===== src/core/sfcs_pkg.sv =====
// Constants, register map and carrier types of the serial flow-control and status block.
// Assumes a single 250 MHz clock shared with the CPU port and the character framer.
package sfcs_pkg;

   // ----------------------------------------------------------------
   // Timing
   // ----------------------------------------------------------------
   localparam int unsigned TICK_TIME_MS = 10;
   localparam int unsigned CLK_FREQ_MHZ = 250;
   localparam int unsigned TICK_CYCLES  = TICK_TIME_MS * 1000 * 1000 / 1000 * CLK_FREQ_MHZ;

   // ----------------------------------------------------------------
   // Buffer-memory word port and register indexes
   // ----------------------------------------------------------------
   localparam int AW = 12;
   localparam int DW = 16;
   localparam logic [AW-1:0] OFF_RX_TERM_LOW   = 12'h00a;
   localparam logic [AW-1:0] OFF_RX_TERM_HIGH  = 12'h00b;
   localparam logic [AW-1:0] OFF_SUSPEND_WAIT  = 12'h00c;
   localparam logic [AW-1:0] OFF_TX_REMAINING  = 12'h00d;
   localparam logic [AW-1:0] OFF_RX_WORDS      = 12'h00e;
   localparam logic [AW-1:0] OFF_TX_SUM        = 12'h00f;
   localparam logic [AW-1:0] OFF_RX_SUM        = 12'h010;
   localparam logic [AW-1:0] OFF_CTS_DELAY     = 12'h014;
   localparam logic [AW-1:0] OFF_POST_DELAY    = 12'h015;
   localparam logic [AW-1:0] OFF_LINK_STATUS   = 12'h01c;
   localparam logic [DW-1:0] DELAY_MASK        = 16'h7fff;
   localparam logic [DW-1:0] REG_RESET         = 16'h0000;

   // ----------------------------------------------------------------
   // Status word bit positions
   // ----------------------------------------------------------------
   localparam int ST_TX_DONE = 0;
   localparam int ST_RX_DONE = 1;
   localparam int ST_RX_TO   = 2;
   localparam int ST_ERR     = 3;
   localparam int ST_SUSP    = 4;
   localparam int ST_SENDING = 6;
   localparam int ST_RECEIVE = 7;
   localparam int ST_RTS     = 8;
   localparam int ST_DTR     = 9;
   localparam int ST_DSR     = 12;
   localparam int ST_DCD     = 13;
   localparam int ST_CTS     = 14;
   localparam int ST_RI      = 15;

   // ----------------------------------------------------------------
   // Modes, counts, error codes
   // ----------------------------------------------------------------
   localparam logic [1:0] MODE_NONE = 2'h0;
   localparam logic [1:0] MODE_STD  = 2'h1;
   localparam logic [1:0] MODE_LINK = 2'h3;
   localparam logic [9:0] MAX_BYTES_16 = 10'h200;
   localparam logic [9:0] MAX_BYTES_8  = 10'h100;
   localparam logic [9:0] SPARE_16     = 10'h01e;
   localparam logic [9:0] SPARE_8      = 10'h00f;
   localparam logic [7:0] ERR_NONE     = 8'h00;
   localparam logic [7:0] ERR_RX_LINE  = 8'h01;
   localparam logic [7:0] ERR_RX_SUM   = 8'h02;
   localparam logic [7:0] ERR_TX       = 8'h03;

   typedef struct packed {
      logic err_reset;
      logic rx_reset;
      logic send;
      logic enable;
   } sfcs_cmd_t;

   typedef struct packed {
      logic [1:0] line_mode;
      logic       buf_8bit;
      logic [9:0] max_rx_bytes;
      logic [14:0] rx_timeout;
      logic [9:0] tx_byte_count;
   } sfcs_cfg_t;

   typedef struct packed {
      logic ri;
      logic cts;
      logic dcd;
      logic dsr;
   } sfcs_pins_t;

   typedef struct packed {
      logic       valid;
      logic       first_hdr;
      logic       is_data;
      logic [7:0] data;
   } sfcs_byte_t;

   typedef enum logic [2:0] {
      TX_IDLE,
      TX_WAIT_CTS,
      TX_DELAY,
      TX_SEND,
      TX_POST
   } sfcs_tx_state_t;

endpackage


===== src/core/sfcs_core.sv =====
// Flow control, delay timing, checksum and status logic of a buffered serial interface.
// Assumes the framer, command word and config sit on the same clock; modem pins are async.
// Function
// - Receive terminator up to four bytes in two words; leading zeros ignored, zero disables.
// - Suspension wait register holds 0..32767 ticks of 10 ms, resets to zero.
// - Interlink mode: reaching max receive count drops the receive-ready line.
// - After dropping receive-ready, wait suspension time, then set suspended status.
// - While suspended no incoming byte is accepted.
// - Remaining-send count is programmed count minus bytes sent; max 512 or 256.
// - Received-word count covers main and 15-word overflow buffer, up to 271.
// - Send checksum: byte sum minus first header, low byte as two ASCII digits.
// - Receive checksum stored; mismatch with appended sum raises a sum error.
// - Send starts after CTS plus delay, or after command plus delay without lines.
// - After last byte wait post-send time, then drop receive-ready in standard mode, set send done.
// - Send-complete bit sets when count is sent, clears on next send command.
// - Receive-complete sets at terminator match, receive timeout or max count (not in interlink mode).
// - No new reception while receive-complete is set; reset command clears it.
// - Receive timeout sets bit 2 with bit 1; reset command clears bit 2.
// - Any send or receive error sets bit 3 and writes the error code.
// - Bit 6 high from send command until send-complete sets.
// - Bit 7 high from first received byte until receive-complete sets.
// - Bits 8,9,12..15 show RTS, DTR, DSR, DCD, CTS, RI live; bits 5, 10 and 11 zero.
// - Interlink reset command clears suspended and count, reasserts receive-ready.
// - Nonzero receive timeout flags when next byte misses the tick window.
`timescale 1ns/1ps
module sfcs_core #(
   parameter int unsigned TICK_CYCLES = sfcs_pkg::TICK_CYCLES
) (
   input  wire logic                  clock,
   input  wire logic                  reset_n,
   input  wire logic [sfcs_pkg::AW-1:0] bm_addr,
   input  wire logic [sfcs_pkg::DW-1:0] bm_wdata,
   input  wire logic                  bm_write,
   input  wire logic                  bm_read,
   output logic      [sfcs_pkg::DW-1:0] bm_rdata,
   input  wire sfcs_pkg::sfcs_cmd_t   cmd,
   input  wire sfcs_pkg::sfcs_cfg_t   cfg,
   input  wire sfcs_pkg::sfcs_pins_t  pins,
   input  wire sfcs_pkg::sfcs_byte_t  rx_byte,
   input  wire logic                  rx_line_err,
   input  wire logic                  rx_sum_valid,
   input  wire logic [7:0]            rx_sum_value,
   input  wire sfcs_pkg::sfcs_byte_t  tx_byte,
   input  wire logic                  tx_frame_end,
   input  wire logic                  tx_err,
   output logic                       receive_ready_line,
   output logic                       terminal_ready_line,
   output logic                       tx_go,
   output logic [15:0]                tx_sum_ascii,
   output logic [7:0]                 error_code
);
   import sfcs_pkg::*;

   localparam int TW = $clog2(TICK_CYCLES + 1);
   // ASCII "00": the send sum digits before any byte is summed
   localparam logic [15:0] SUM_ASCII_RESET = 16'h3030;

   function automatic logic [7:0] hex_ascii(input logic [3:0] nib);
      hex_ascii = (nib < 4'ha) ? (8'h30 + {4'h0, nib}) : (8'h37 + {4'h0, nib});
   endfunction

   // ----------------------------------------------------------------
   // Pin synchronisers, command edges, tick
   // ----------------------------------------------------------------
   sfcs_pins_t pins_meta, pins_sync;
   sfcs_cmd_t  cmd_q;
   logic [TW-1:0] tick_cnt;
   logic       tick;

   always_ff @(posedge clock or negedge reset_n) begin
      if (!reset_n) begin
         pins_meta <= '0;
         pins_sync <= '0;
         cmd_q     <= '0;
         tick_cnt  <= '0;
         tick      <= 1'b0;
      end else begin
         pins_meta <= pins;
         pins_sync <= pins_meta;
         cmd_q     <= cmd;
         tick      <= (tick_cnt == TW'(TICK_CYCLES - 1));
         tick_cnt  <= (tick_cnt == TW'(TICK_CYCLES - 1)) ? '0 : tick_cnt + 1'b1;
      end
   end

   wire en_rise    = cmd.enable & ~cmd_q.enable;
   wire send_rise  = cmd.send & ~cmd_q.send & cmd.enable;
   wire rx_rst     = cmd.rx_reset & ~cmd_q.rx_reset;
   wire err_rst    = (cmd.err_reset & ~cmd_q.err_reset) | en_rise;
   wire link_mode  = (cfg.line_mode == MODE_LINK);
   wire std_mode   = (cfg.line_mode == MODE_STD);

   // ----------------------------------------------------------------
   // Registers written over the word port
   // ----------------------------------------------------------------
   logic [DW-1:0] term_low, term_high, suspend_wait, cts_delay, post_delay;
   logic [31:0]   term_act;

   always_ff @(posedge clock or negedge reset_n) begin
      if (!reset_n) begin
         term_low     <= REG_RESET;
         term_high    <= REG_RESET;
         suspend_wait <= REG_RESET;
         cts_delay    <= REG_RESET;
         post_delay   <= REG_RESET;
         term_act     <= '0;
      end else begin
         if (bm_write && bm_addr == OFF_RX_TERM_LOW)  term_low  <= bm_wdata;
         if (bm_write && bm_addr == OFF_RX_TERM_HIGH) term_high <= bm_wdata;
         if (bm_write && bm_addr == OFF_SUSPEND_WAIT) suspend_wait <= bm_wdata & DELAY_MASK;
         if (bm_write && bm_addr == OFF_CTS_DELAY)    cts_delay  <= bm_wdata & DELAY_MASK;
         if (bm_write && bm_addr == OFF_POST_DELAY)   post_delay <= bm_wdata & DELAY_MASK;
         if (en_rise || rx_rst) term_act <= {term_high, term_low};
      end
   end

   // ----------------------------------------------------------------
   // Terminator mask: bytes from the highest nonzero one downward
   // ----------------------------------------------------------------
   logic [4:0]  keep;
   logic [31:0] term_mask;
   assign keep[4] = 1'b0;
   genvar gi;
   generate
      for (gi = 0; gi < 4; gi++) begin : g_term
         assign keep[gi] = (|term_act[8*gi +: 8]) | keep[gi+1];
         assign term_mask[8*gi +: 8] = {8{keep[gi]}};
      end
   endgenerate
   wire term_used = keep[0];

   // ----------------------------------------------------------------
   // Receive path
   // ----------------------------------------------------------------
   logic [9:0]  rx_count;
   logic [31:0] rx_shift;
   logic [15:0] rx_sum;
   logic [14:0] idle_cnt, susp_cnt;
   logic        rx_done, rx_to, receiving, hold, suspended;

   wire [9:0]  eff_max   = (cfg.max_rx_bytes == 10'h000) ?
                           (cfg.buf_8bit ? MAX_BYTES_8 : MAX_BYTES_16) : cfg.max_rx_bytes;
   wire [9:0]  spare     = cfg.buf_8bit ? SPARE_8 : SPARE_16;
   wire [9:0]  rx_limit  = link_mode ? eff_max + spare : eff_max;
   wire        accept    = rx_byte.valid & cmd.enable & ~rx_done & ~suspended
                           & (rx_count < rx_limit);
   wire        data_acc  = accept & rx_byte.is_data;
   wire [9:0]  cnt_next  = rx_count + 10'h001;
   wire [31:0] shift_nx  = {rx_shift[23:0], rx_byte.data};
   wire        term_hit  = accept & term_used &
                           ((shift_nx & term_mask) == (term_act & term_mask));
   wire        max_hit   = data_acc & ~link_mode & (cnt_next == eff_max);
   wire        hold_hit  = data_acc & link_mode & ~hold & (cnt_next >= eff_max);
   wire        to_hit    = receiving & ~rx_done & (cfg.rx_timeout != 15'h0000) &
                           tick & (idle_cnt <= 15'h0001);
   wire        done_set  = term_hit | max_hit | to_hit;
   wire        cont_cmd  = rx_rst & link_mode;
   wire        sum_bad   = rx_sum_valid & (rx_sum_value != rx_sum[7:0]);
   wire [9:0]  rx_words  = cfg.buf_8bit ? rx_count : 10'((rx_count + 10'h001) >> 1);

   always_ff @(posedge clock or negedge reset_n) begin
      if (!reset_n) begin
         rx_count  <= '0;
         rx_shift  <= '0;
         rx_sum    <= '0;
         idle_cnt  <= '0;
         susp_cnt  <= '0;
         rx_done   <= 1'b0;
         rx_to     <= 1'b0;
         receiving <= 1'b0;
         hold      <= 1'b0;
         suspended <= 1'b0;
      end else begin
         if (rx_rst || en_rise) begin
            rx_count <= '0;
            rx_shift <= '0;
            rx_sum   <= '0;
         end else if (accept) begin
            if (rx_byte.is_data) rx_count <= cnt_next;
            rx_shift <= shift_nx;
            if (!rx_byte.first_hdr) rx_sum <= rx_sum + {8'h00, rx_byte.data};
         end
         if (accept) idle_cnt <= cfg.rx_timeout;
         else if (tick && idle_cnt != 15'h0000) idle_cnt <= idle_cnt - 1'b1;
         rx_done   <= done_set | (rx_done & ~rx_rst);
         rx_to     <= to_hit | (rx_to & ~rx_rst);
         receiving <= ~done_set & (accept | (receiving & ~rx_rst));
         if (hold_hit) begin
            hold     <= 1'b1;
            susp_cnt <= suspend_wait[14:0];
         end else if (cont_cmd || !link_mode) begin
            hold <= 1'b0;
         end else if (hold && !suspended && tick && susp_cnt != 15'h0000) begin
            susp_cnt <= susp_cnt - 1'b1;
         end
         // Continue must beat the level-held set, or suspension never ends
         suspended <= ~cont_cmd & link_mode &
                      ((hold & ~hold_hit & (susp_cnt == 15'h0000)) | suspended);
      end
   end

   // ----------------------------------------------------------------
   // Send sequencer
   // ----------------------------------------------------------------
   sfcs_tx_state_t tx_state;
   logic [14:0] dcnt;
   logic [9:0]  tx_remaining;
   logic [15:0] tx_sum;
   logic        tx_done, sending, rts_std, rts_link, err_flag;

   wire [15:0] tx_sum_nx = tx_sum + {8'h00, tx_byte.data};

   always_ff @(posedge clock or negedge reset_n) begin
      if (!reset_n) begin
         tx_state     <= TX_IDLE;
         dcnt         <= '0;
         tx_remaining <= '0;
         tx_sum       <= '0;
         tx_sum_ascii <= SUM_ASCII_RESET;
         tx_done      <= 1'b0;
         sending      <= 1'b0;
         tx_go        <= 1'b0;
         rts_std      <= 1'b0;
      end else begin
         if (send_rise) begin
            tx_done      <= 1'b0;
            sending      <= 1'b1;
            tx_remaining <= cfg.tx_byte_count;
            tx_sum       <= '0;
            dcnt         <= cts_delay[14:0];
            rts_std      <= std_mode;
            tx_state     <= std_mode ? TX_WAIT_CTS : TX_DELAY;
         end else begin
            case (tx_state)
               TX_WAIT_CTS: begin
                  if (pins_sync.cts) tx_state <= TX_DELAY;
               end
               TX_DELAY: begin
                  if (dcnt == 15'h0000) begin
                     tx_go    <= 1'b1;
                     tx_state <= TX_SEND;
                  end else if (tick) begin
                     dcnt <= dcnt - 1'b1;
                  end
               end
               TX_SEND: begin
                  if (tx_byte.valid && !tx_byte.first_hdr) begin
                     tx_sum       <= tx_sum_nx;
                     tx_sum_ascii <= {hex_ascii(tx_sum_nx[7:4]), hex_ascii(tx_sum_nx[3:0])};
                  end
                  if (tx_byte.valid && tx_byte.is_data && tx_remaining != 10'h000)
                     tx_remaining <= tx_remaining - 1'b1;
                  if (tx_frame_end) begin
                     tx_go    <= 1'b0;
                     dcnt     <= post_delay[14:0];
                     tx_state <= TX_POST;
                  end
               end
               TX_POST: begin
                  if (dcnt == 15'h0000) begin
                     tx_done  <= 1'b1;
                     sending  <= 1'b0;
                     rts_std  <= 1'b0;
                     tx_state <= TX_IDLE;
                  end else if (tick) begin
                     dcnt <= dcnt - 1'b1;
                  end
               end
               default: tx_state <= TX_IDLE;
            endcase
         end
      end
   end

   // ----------------------------------------------------------------
   // Lines, errors, status and word read-back
   // ----------------------------------------------------------------
   wire err_set = sum_bad | rx_line_err | tx_err;
   wire [7:0] err_nx = sum_bad ? ERR_RX_SUM : (rx_line_err ? ERR_RX_LINE : ERR_TX);
   wire [DW-1:0] status = {pins_sync.ri, pins_sync.cts, pins_sync.dcd, pins_sync.dsr,
                           2'b00, terminal_ready_line, receive_ready_line,
                           receiving, sending, 1'b0, suspended,
                           err_flag, rx_to, rx_done, tx_done};
   wire [DW-1:0] rd_mux =
      (bm_addr == OFF_RX_TERM_LOW)  ? term_low :
      (bm_addr == OFF_RX_TERM_HIGH) ? term_high :
      (bm_addr == OFF_SUSPEND_WAIT) ? suspend_wait :
      (bm_addr == OFF_TX_REMAINING) ? {6'h00, tx_remaining} :
      (bm_addr == OFF_RX_WORDS)     ? {6'h00, rx_words} :
      (bm_addr == OFF_TX_SUM)       ? tx_sum :
      (bm_addr == OFF_RX_SUM)       ? rx_sum :
      (bm_addr == OFF_CTS_DELAY)    ? cts_delay :
      (bm_addr == OFF_POST_DELAY)   ? post_delay :
      (bm_addr == OFF_LINK_STATUS)  ? status : REG_RESET;

   always_ff @(posedge clock or negedge reset_n) begin
      if (!reset_n) begin
         err_flag            <= 1'b0;
         error_code          <= ERR_NONE;
         rts_link            <= 1'b0;
         receive_ready_line  <= 1'b0;
         terminal_ready_line <= 1'b0;
         bm_rdata            <= REG_RESET;
      end else begin
         err_flag <= err_set | (err_flag & ~err_rst);
         if (err_set) error_code <= err_nx;
         else if (err_rst) error_code <= ERR_NONE;
         if (hold_hit || !cmd.enable || !link_mode) rts_link <= 1'b0;
         else if (en_rise || cont_cmd || (!hold && !rts_link)) rts_link <= 1'b1;
         receive_ready_line  <= link_mode ? (rts_link & ~hold_hit) : (rts_std & cmd.enable);
         terminal_ready_line <= cmd.enable;
         if (bm_read) bm_rdata <= rd_mux;
      end
   end

   // ----------------------------------------------------------------
   // Assertions
   // ----------------------------------------------------------------
   property p_susp_range;
      @(posedge clock) disable iff (!reset_n) suspend_wait <= 16'h7fff;
   endproperty
   a_susp_range: assert property (p_susp_range) else $error("suspend wait out of range");

   property p_hold_rts;
      @(posedge clock) disable iff (!reset_n)
         link_mode && hold && !cont_cmd |=> !receive_ready_line;
   endproperty
   a_hold_rts: assert property (p_hold_rts) else $error("receive-ready high while held");

   property p_susp_zero;
      @(posedge clock) disable iff (!reset_n)
         hold_hit && suspend_wait == 16'h0000 ##1 !cont_cmd |=> suspended;
   endproperty
   a_susp_zero: assert property (p_susp_zero) else $error("suspend not set after zero wait");

   property p_no_accept;
      @(posedge clock) disable iff (!reset_n)
         (suspended || rx_done) && !rx_rst && !en_rise |=> $stable(rx_count);
   endproperty
   a_no_accept: assert property (p_no_accept) else $error("byte taken while blocked");

   property p_words;
      @(posedge clock) disable iff (!reset_n) rx_words <= 10'd271 && tx_remaining <= 10'd512;
   endproperty
   a_words: assert property (p_words) else $error("count out of range");

   property p_tx_clear;
      @(posedge clock) disable iff (!reset_n) send_rise |=> !tx_done && sending;
   endproperty
   a_tx_clear: assert property (p_tx_clear) else $error("send command did not clear done");

   property p_done_ends_send;
      @(posedge clock) disable iff (!reset_n) $rose(tx_done) |-> $fell(sending);
   endproperty
   a_done_ends_send: assert property (p_done_ends_send) else $error("sending not ended");

   property p_timeout;
      @(posedge clock) disable iff (!reset_n) to_hit |=> rx_to && rx_done && !receiving;
   endproperty
   a_timeout: assert property (p_timeout) else $error("timeout flags not set");

   property p_error;
      @(posedge clock) disable iff (!reset_n)
         sum_bad |=> err_flag && error_code == ERR_RX_SUM;
   endproperty
   a_error: assert property (p_error) else $error("sum error not reported");

   property p_zero_delay;
      @(posedge clock) disable iff (!reset_n)
         tx_state == TX_DELAY && dcnt == 15'h0000 && !send_rise |=> tx_go;
   endproperty
   a_zero_delay: assert property (p_zero_delay) else $error("send not started");

   property p_status_read;
      @(posedge clock) disable iff (!reset_n)
         bm_read && bm_addr == OFF_LINK_STATUS |=>
            bm_rdata[ST_CTS] == $past(pins_sync.cts) && bm_rdata[ST_DTR] == $past(cmd.enable, 2);
   endproperty
   a_status_read: assert property (p_status_read) else $error("status word wrong");

   property p_tick;
      @(posedge clock) disable iff (!reset_n) tick |=> !tick;
   endproperty
   a_tick: assert property (p_tick) else $error("tick longer than one cycle");

   c_term: cover property (@(posedge clock) disable iff (!reset_n) term_hit);
   c_susp: cover property (@(posedge clock) disable iff (!reset_n) $rose(suspended));
   c_send: cover property (@(posedge clock) disable iff (!reset_n) $rose(tx_done));
   c_to:   cover property (@(posedge clock) disable iff (!reset_n) to_hit);

endmodule


===== config.mk =====
export PLATFORM = sky130hd
export DESIGN_NAME = sfcs_core
export DESIGN_NICKNAME = d
export VERILOG_FILES = /design/src/core/sfcs_pkg.sv /design/src/core/sfcs_core.sv
export SDC_FILE = /design/constraint.sdc
export NUM_CORES = 1
export LEC_CHECK = 0
export BUFFER_PORTS_ARGS = -buffer_cell sky130_fd_sc_hd__buf_4
export CORE_MARGIN = 5
export CORE_UTILIZATION = 65
export DETAILED_ROUTE_END_ITERATION = 6
export PLACE_DENSITY_LB_ADDON = 0.25
export SYNTH_ARGS = -nofsm -noshare
export SYNTH_HDL_FRONTEND = slang
export SYNTH_SLANG_ARGS = --single-unit

===== constraint.sdc =====
create_clock -name clock -period 4.6 [get_ports clock]
set_input_delay 0.69 -clock clock [delete_from_list [all_inputs] [get_ports clock]]
set_output_delay 0.69 -clock clock [all_outputs]
set_load 0.01 [all_outputs]

# Yosys cells after proc, flatten, opt, wreduce, memory -nomap -nowiden
# Index checks and enable logic that the tools add are counted.
# classes
addsub	13
multipliers	0
n_div	0
magnitude_cmp	5
eq_ne	30
shifts	0
mux	67
n_bitwise	63
reduce_logical	61
# op_table
cell	n
$mux W16	16
$mux W15	9
$mux W10	10
$eq A12 B4 Y1 const B	6
$and A32 B32 Y32	2
$eq A12 B5 Y1 const B	4
$mux W24	2
$reduce_bool A15 Y1	3
$sub A15 B1 Y15 const B	3
$and A1 B1 Y1	34
$add A16 B8 Y16	2
$eq A32 B32 Y1	1
$reduce_or A8 Y1	4
$logic_not A15 Y1	2
$pmux W15 S2	1
$add A6 B4 Y7 const A	4
$reduce_bool A2 Y1	13
$add A22 B1 Y22 const B	1
$eq A22 B22 Y1 const B	1
$mux W22	1
$mux W8	2
$le A15 B1 Y1 const B	1
$mux W3	5
$ne A3 B3 Y1 const B	5
34 further kinds	107
# totals
reg_bits	320
latchBits	0
mem_bits_rw	0
rom_bits	0
in_bits	112
out_inout_bits	43
wordCells	283
mem_count	0

# Depth between registers and ports, before layout
# Gate-level depths: netlist (run 1).
# depth
depth_word	15
ltp_mapped	18

# Worst setup path after synthesis (run 1)
# Ideal clock, no wire load.
# synth_path
kind	input port to flip-flop
startpoint	in cfg[35] (netlist name)
endpoint	reg susp_cnt[10]
t_arrival_ns	4.360
path_slack_ns	0.115
stages	15
n_path_buf	2
cell_sequence	clkbuf_1 > clkinv_1 > ha_1 > o41a_1 > o21ai_0 > nor3_1 > xnor2_1 > ha_1 > a21o_1 > a21o_1 > a2111oi_4 > o21ai_2 > a311oi_4 > buf_6 > mux2_2
# synth_via
elab_chain_cells	12
elab_cells_between_ends	16
classes_between	add/sub: 1; order compare: 2; eq/ne: 1; mux: 5; bitwise: 5; reduce/logical: 2
# synth_rtl
item	line	text
start, declared	sfcs_core.sv:37	input wire sfcs_pkg::sfcs_cfg_t cfg,
$mux W10	sfcs_core.sv:142	(cfg.buf_8bit ? MAX_BYTES_8 : MAX_BYTES_16) : cfg.max_rx_bytes;
$mux W10	sfcs_core.sv:141	wire [9:0] eff_max = (cfg.max_rx_bytes == 10'h000) ?
$add A10 B5 Y10	sfcs_core.sv:144	wire [9:0] rx_limit = link_mode ? eff_max + spare : eff_max;
$mux W10	sfcs_core.sv:144	
$lt A10 B10 Y1	sfcs_core.sv:146	& (rx_count < rx_limit);
$and A1 B1 Y1	sfcs_core.sv:146	
$and A1 B1 Y1	sfcs_core.sv:147	wire data_acc = accept & rx_byte.is_data;
$and A1 B1 Y1 (2 in a row)	sfcs_core.sv:153	wire hold_hit = data_acc & link_mode & ~hold & (cnt_next >= eff_max);
$and A1 B1 Y1 *	sfcs_core.sv:153	
$ne A2 B2 Y1 (no line) or $reduce_bool A2 Y1 (tied branches)	n/a	
$reduce_and A2 Y1 (no line)	n/a	
end signal, assigned	sfcs_core.sv:190	susp_cnt <= suspend_wait[14:0];
end signal, assigned	sfcs_core.sv:194	susp_cnt <= susp_cnt - 1'b1;
end, declared	sfcs_core.sv:138	logic [14:0] idle_cnt, susp_cnt;
# Every way passes the cells marked *; elsewhere a longest branch is shown, timed or not.
# A chain may end at the register's enable or synchronous reset.

# Final worst setup path (run 1)
# layout_path
startpoint	in cfg[35] (netlist name)
endpoint	reg rx_count[5]
# layout_via
elab_chain_cells	8
elab_cells_between_ends	9
classes_between	add/sub: 1; order compare: 1; mux: 4; bitwise: 1; reduce/logical: 2
# layout_rtl
item	line	text
$mux W10	sfcs_core.sv:142	
$mux W10	sfcs_core.sv:141	
$add A10 B5 Y10	sfcs_core.sv:144	
$mux W10 *	sfcs_core.sv:144	
$lt A10 B10 Y1 *	sfcs_core.sv:146	
$and A1 B1 Y1 *	sfcs_core.sv:146	
$reduce_bool A2 Y1 (no line) *	n/a	
$reduce_and A2 Y1 (no line) *	n/a	
end signal, assigned	sfcs_core.sv:179	if (rx_byte.is_data) rx_count <= cnt_next;
end, declared	sfcs_core.sv:135	logic [9:0] rx_count;
# Marks and branches as above.

==> reports/summary.txt, run 1 <==
Total global routing overflow - 0
Reg2reg setup slack - 1.03 ns
DRT antenna net count - 0
CP peak stage delay - 0.55 ns
Worst Path Buf+Inv - 2
Gr usage total - 0.3369
Setup TNS - 0 ns
Worst skew pair latency - 0.53 ns
Vias per cell - 6.500
Core Util, Final - 0.7477
Starting Density - 0.6546
Clk buf depth - 3
CTS tree - yes
Syn-to-layout area delta - 14.22%
Final worst path period share - 0.8724
Tmin final - 4.013 ns
Mapped cell area - 17,490 µm²
DR WL/cell - 21.96 µm
Max Freq - 249.2 MHz
Vias in the first global route - 14,840
VDD IR-drop max - 0.0003702 V
Initial antenna violation count - 3
Critical Path End Type - register
Worst Path Arrival - 4.45 ns
H-tree depth - 2
Die Y - 174.1 µm
Hold Path Class - in2async
Share of cells above drive strength 1 - 0.1673
Die width - 174.1 µm
CP Max Fanout - 14
Final setup fails - 0
1st-iter DRT viols - 1,608
Status - finished with violations
Commonest non-fill, non-tap cell in the layout - dfrtp_1
Pwr/cell area - 388.4 nW/µm²
Postcts setup bufs - 0
GPL Wtd Cong - 1.029
Final cell count without fillers - 2,331
Slowest cell on crit path - or4_1
Synth Area in Simple Gates - 0.1873
Post-synth cell types - 93
Root buffer cell - clkbuf_16
Stages on worst setup path - 14
Final instance area - 19,980 µm²
Placed cells - 2,276
Core footprint - 26,730 µm²
Synth async-reset ratio - 1.000
Post-DP Area - 18,870 µm²
P_leak - 9.316 nW
Detailed placer's ending HPWL - 37,500 µm
Top_reg_cell synth - dfrtp_1
Worst Path Required - 5.04 ns
1st-pass router iterations - 7
Failing checks - DRC
DR vias - 15,150
FF-to-FF path depth - 9
Slew headroom - 0.3545
Die area - 30,300 µm²
Hold-fix buffers, CTS - 0
Cells after synthesis - 1,853
CTS buffer count - 35
Fin. max-slew vios - 0
CP Class - in2reg
Main combinational cell family by area after synthesis - simple AND/OR/NAND/NOR gates
Final Hold Fails - 0
Std-Cell Rows - 60
Worst slew pin tran - 0.9641 ns
# DRC - 14
DRT Wirelength - 51,190 µm
Worst r2r src - rx_count[2]
Clk sinks - 312
Sequential area share after synthesis - 0.4466
Ports - 155
Post-synth top area cell - dfrtp_1
Post-Synth XOR/XNOR Area - 0.06458
FF+latch count, synth - 312
Number of synthesized flops with an enable pin - 0
CP cell instances - buf_4, clkinv_1, ha_1, o41a_1, o21ai_0, nor3_1, xnor2_1, ha_1, a21o_1, a21o_1, a2111oi_4, o211ai_1, or4_1, a21oi_1
Delay-heaviest family, CP - compound AO/OA/AOI/OAI gates
Compound-gate portion of the synthesized area - 0.1598
Clock slew at reported path FFs - 0.06 ns
First-pass GRT wire length - 82,430 µm
Max Cap Violations - 0
Average instance area after synthesis - 9.441 µm²
Synth Warn # - 0
CTS resizes - 0
Crit Reg-Reg Endpoint - receiving
RSZ-0062 raised after global routing - false
Startpoint types - input port
Post-Synth Adder-Cell Area - 0.03590
Mux contribution to synthesized area - 0.07224
Clock skew - 0.02793 ns
# nets final - 2,133
Hold slack - 0.1656 ns
Diodes inserted - 0
Largest net degree at the start of global routing - 104
Top post-synthesis cells by area - dfrtp_1, nand2_1, mux2_2, a21oi_1, ha_1
Share of the synthesized area in the top cell type - 0.4406
Crit path from - cfg[35]
Most frequent cells in the layout - dfrtp_1, nand2_1, buf_4, nor2_1, a21oi_1
I/O Buffers - 146
[cell families (layout without fill, tap and decap cells)]
logic type               Yosys count  in the layout
AND/OR/NAND/NOR                  682            682
buffers and inverters            144            274
adder cells (fa/ha/maj)           49             49
AO/OA/AOI/OAI                    422            422
flip-flops                       312            312
XOR/XNOR                         129            129
multiplexers                     114            114
other                              1              8
[worst max-delay path by stage]
stage	slack, ns	end
6_report	0.59	rx_count[5]
5_1_grt	0.31	rx_count[5]
4_1_cts	0.65	rx_count[5]
3_5_place_dp	0.16	rx_count[5]
3_3_place_gp	0.28	rx_count[5]
2_1_floorplan	0.12	susp_cnt[10]
[cell type report]
type / count / area, µm²
well taps: 341 / 426.7
fillers: 1895 / 6744
clock inverters: 11 / 147.6
inverters: 50 / 187.7
multi-input cells: 1404 / 9146
clock buffers: 44 / 959.7
repair buffers: 169 / 1301
flip-flops and latches: 312 / 7812
[synthesized netlist by cell type, drive strengths merged, types with 18 or more instances]
cell type / count
nor4: 42
nand2: 258
ha: 47
or4: 18
nor3: 44
inv: 46
xor2: 63
nand3: 46
a21oi: 126
mux2: 98
a211oi: 25
or3: 24
o21ai: 84
nor2: 149
xnor2: 66
clkbuf: 78
dfrtp: 308
[through the flow]
step / setup WS (ns) / total power, W
detailed placement: 0.1585 / 0.005002
finish: 0.5868 / 0.007760
global placement: 0.2754 / 0.004948
global route: 0.3101 / 0.008136
CTS: 0.6457 / 0.007772
floorplan: 0.1153 / 0.004395
[registers in the layout (all words and copies together) (netlist names), 16 cells and up]
name and flops:
tx_sum 16, tick_cnt 22, term_low 16, rx_shift 24
term_high 16, rx_sum 16, term_act 32, bm_rdata 16
[power by group]
part	internal (W)	switching (W)	total [W]
clock network	0.00164	0.00111	0.00275
logic	0.000718	0.00103	0.00175
registers	0.00298	0.000277	0.00326
[worst register-to-register path: cells and delay by family, from the launching register on]
kind                     cells  cell delay [ns]
flip-flops                   1             0.53
adder cells (fa/ha/maj)      1             0.32
AO/OA/AOI/OAI                2             0.51
AND/OR/NAND/NOR              5             1.94
XOR/XNOR                     1             0.16
[per-layer routing]
layer,wire (µm),up-vias,global-route usage
met1,21330,7330,0.4711
met2,23230,760,0.5297
met5,13,-,0
li1,-,6903,-
met3,4250,157,0.06068
met4,2364,2,0.1280
No activity file was read; power rests on OpenSTA's default activity.
==> run 2: changes to the inputs <==
- CELL_PAD_IN_SITES_DETAIL_PLACEMENT: not set -> 0
- CELL_PAD_IN_SITES_GLOBAL_PLACEMENT: not set -> 1
- CORE_UTILIZATION: 65 -> 51
==> run 2 against run 1 <==
  * The run now ends clean
  * Maximum frequency grew 2.1%
  * Critical endpoint unchanged
  * Clock power up 8.7%
  * Non-clock buffer count increased by 2
  * Setup slack improved by 0.084 ns
  * Final area grew 1.5%
==> reports/summary.txt, run 2 (synthesized netlist as in run 1, its figures left out) <==
# DRC - 0 (-14)
Initial antenna violation count - 0 (-3)
H-tree depth - 2 (unchanged)
I/O Buffers - 146 (unchanged)
CTS buffer count - 37 (+5.7%)
VDD IR-drop max - 0.0003294 V (-11%)
DR WL/cell - 21.73 µm (-1.1%)
Die width - 195.2 µm (+12%)
Commonest non-fill, non-tap cell in the layout - dfrtp_1
CP Max Fanout - 14 (unchanged)
Slowest cell on crit path - or4_1
# fillers - 2,948 (+56%)
Tmin final - 3.929 ns (-0.08424 ns)
Pwr/cell area - 395.4 nW/µm² (+1.8%)
Worst r2r src - rx_count[2]
Worst slew pin tran - 0.9601 ns (-0.003944 ns)
Largest register FFs - 32 (unchanged)
Met1 global-route usage - 0.3920 (-0.07918)
DRT antenna net count - 0 (unchanged)
Top Usage Layer GRT - met2
Syn-to-layout area delta - 15.88%
Final cell count without fillers - 2,450 (+5.1%)
Critical Path End Type - register
Clk sinks - 312 (unchanged)
Worst skew pair latency - 0.53 ns (about the same)
Clock skew - 0.02754 ns (-0.0003847 ns)
Largest net degree at the start of global routing - 95 (-8.7%)
Final setup fails - 0 (unchanged)
Core footprint - 33,700 µm² (+26%)
Sequential fraction of design power - 0.407 (-0.013)
Status - complete, no violations
Clk buf depth - 3 (unchanged)
Crit path from - cfg[35]
FF-to-FF path depth - 9 (unchanged)
Met3 Use GR - 0.03343 (-0.02725)
P_int - 0.005537 W (+3.7%)
Setup TNS - 0 ns (unchanged)
Clock slew at reported path FFs - 0.05 ns (about the same)
DR vias - 14,950 (-1.3%)
Placed cells - 2,385 (+4.8%)
P_leak - 9.393 nW (+0.82%)
Sw Pwr - 0.002478 W (+2.5%)
Diodes inserted - 0 (unchanged)
Final Hold Fails - 0 (unchanged)
Ports - 155 (unchanged)
GPL Wtd Cong - 0.9553 (-7.1%)
Postcts setup bufs - 0 (unchanged)
Reg2reg setup slack - 1.08 ns (+0.05 ns)
Largest Register - term_act
CTS resizes - 0 (unchanged)
Gr usage total - 0.2717 (-0.06515)
Worst Path Arrival - 4.36 ns (-0.09 ns)
1st-iter DRT viols - 1,236 (-23%)
First-pass GRT wire length - 83,460 µm (+1.2%)
Vias in the first global route - 14,500 (-2.2%)
Slew headroom - 0.3509 (-0.003561)
Crit Reg-Reg Endpoint - receiving
RSZ-0062 raised after global routing - false
Core Util, Final - 0.6015 (-0.1461)
Top flop regs - term_act: 32 flops, rx_shift: 24 flops, tick_cnt: 22 flops
Switching share of power - 0.3092 (-0.002418)
Final worst path period share - 0.8541 (-0.01831)
Met2 Use GR - 0.4339 (-0.09577)
Root buffer cell - clkbuf_16
Die Y - 195.2 µm (+12%)
DRT Wirelength - 53,230 µm (+4.0%)
Startpoint types - input port
# nets final - 2,137 (+0.19%)
Worst Path Required - 5.03 ns (about the same)
Fin. max-slew vios - 0 (unchanged)
Crit path to - rx_count[5]
Die area - 38,110 µm² (+26%)
CP cell instances - buf_4, clkinv_1, ha_1, o41a_1, o21ai_0, nor3_1, xnor2_1, ha_1, a21o_1, a21o_1, a2111oi_4, o211ai_1, or4_1, a21oi_1
CP Class - in2reg
Hold-fix buffers, CTS - 0 (unchanged)
Clock group share of total power - 0.373 (+0.019)
Max Freq - 254.5 MHz (+2.1%)
Most frequent cells in the layout - dfrtp_1, nand2_1, buf_4, nor2_1, a21oi_1
Std-Cell Rows - 67 (+12%)
CP peak stage delay - 0.53 ns (-0.02 ns)
Detailed placer's ending HPWL - 39,690 µm (+5.8%)
Total global routing overflow - 0 (unchanged)
Vias per cell - 6.102 (-6.1%)
Max Cap Violations - 0 (unchanged)
Hold Path Class - in2async
Starting Density - 0.5191 (-0.1355)
Share of cells above drive strength 1 - 0.1703 (+0.002993)
Part of the power in combinational logic - 0.220 (-0.006)
CTS tree - yes
1st-pass router iterations - 5 (-2)
-- run 2: layout make-up --
type                       instances  area, µm²  share of cell area
clock inverter                    12      170.2            0.008394
inverter                          50      187.7            0.009258
clock buffer                      53       1066             0.05259
tap                              448      560.5             0.02765
sequential                       312       7812              0.3854
timing repair buffer             171       1329             0.06555
multi-input combinational       1404       9146              0.4512
-- run 2: critical path, delay by kind of cell --
family / cells / cell delay [ns]
compound gates: 7 / 1.96
xor+xnor: 1 / 0.15
fa+ha+maj: 2 / 0.65
buf+inv: 2 / 0.27
simple gates: 2 / 0.64
-- run 2: metal layers --
layer | wire length [µm] | part of all wire | vias to the layer above
met5 | 0 | 0 | -
met4 | 1692 | 0.032 | 0
met3 | 2987 | 0.056 | 107
met2 | 24540 | 0.46 | 553
met1 | 24010 | 0.45 | 7354
li1 | - | - | 6935
-- run 2: stage by stage --
step                      total power (W)  instance area [µm²]  hold slack [ns]  setup slack (ns)
after detailed placement         0.005049                19040           0.3387            0.1696
after CTS                        0.008058                20270           0.2209            0.6931
after floorplan                  0.004395                17520           0.3312            0.1153
after global routing             0.008404                20270           0.2575            0.3795
final                            0.008015                20270           0.1978            0.6710
after global placement           0.004999                19040           0.3364            0.2450
-- run 2: worst min-delay path by stage --
stage | cells after the start | end | from | slack [ns]
after floorplan | 0 | pins_sync[0] | pins_meta[0] | 0.33
after global placement | 0 | pins_sync[1] | pins_meta[1] | 0.34
after global routing | 1 | idle_cnt[6] | reset_n | 0.26
after detailed placement | 0 | pins_sync[2] | pins_meta[2] | 0.34
final | 1 | idle_cnt[10] | reset_n | 0.20
after CTS | 1 | idle_cnt[6] | reset_n | 0.22
-- run 2: power by group through the flow --
stage	sequential [W]	combinational [W]	clock [W]
global placement	0.00329	0.00171	0
finish	0.00326	0.00176	0.00299
detailed placement	0.00330	0.00175	0
floorplan	0.00322	0.00118	0
global route	0.00329	0.00197	0.00315
CTS	0.00326	0.00176	0.00304
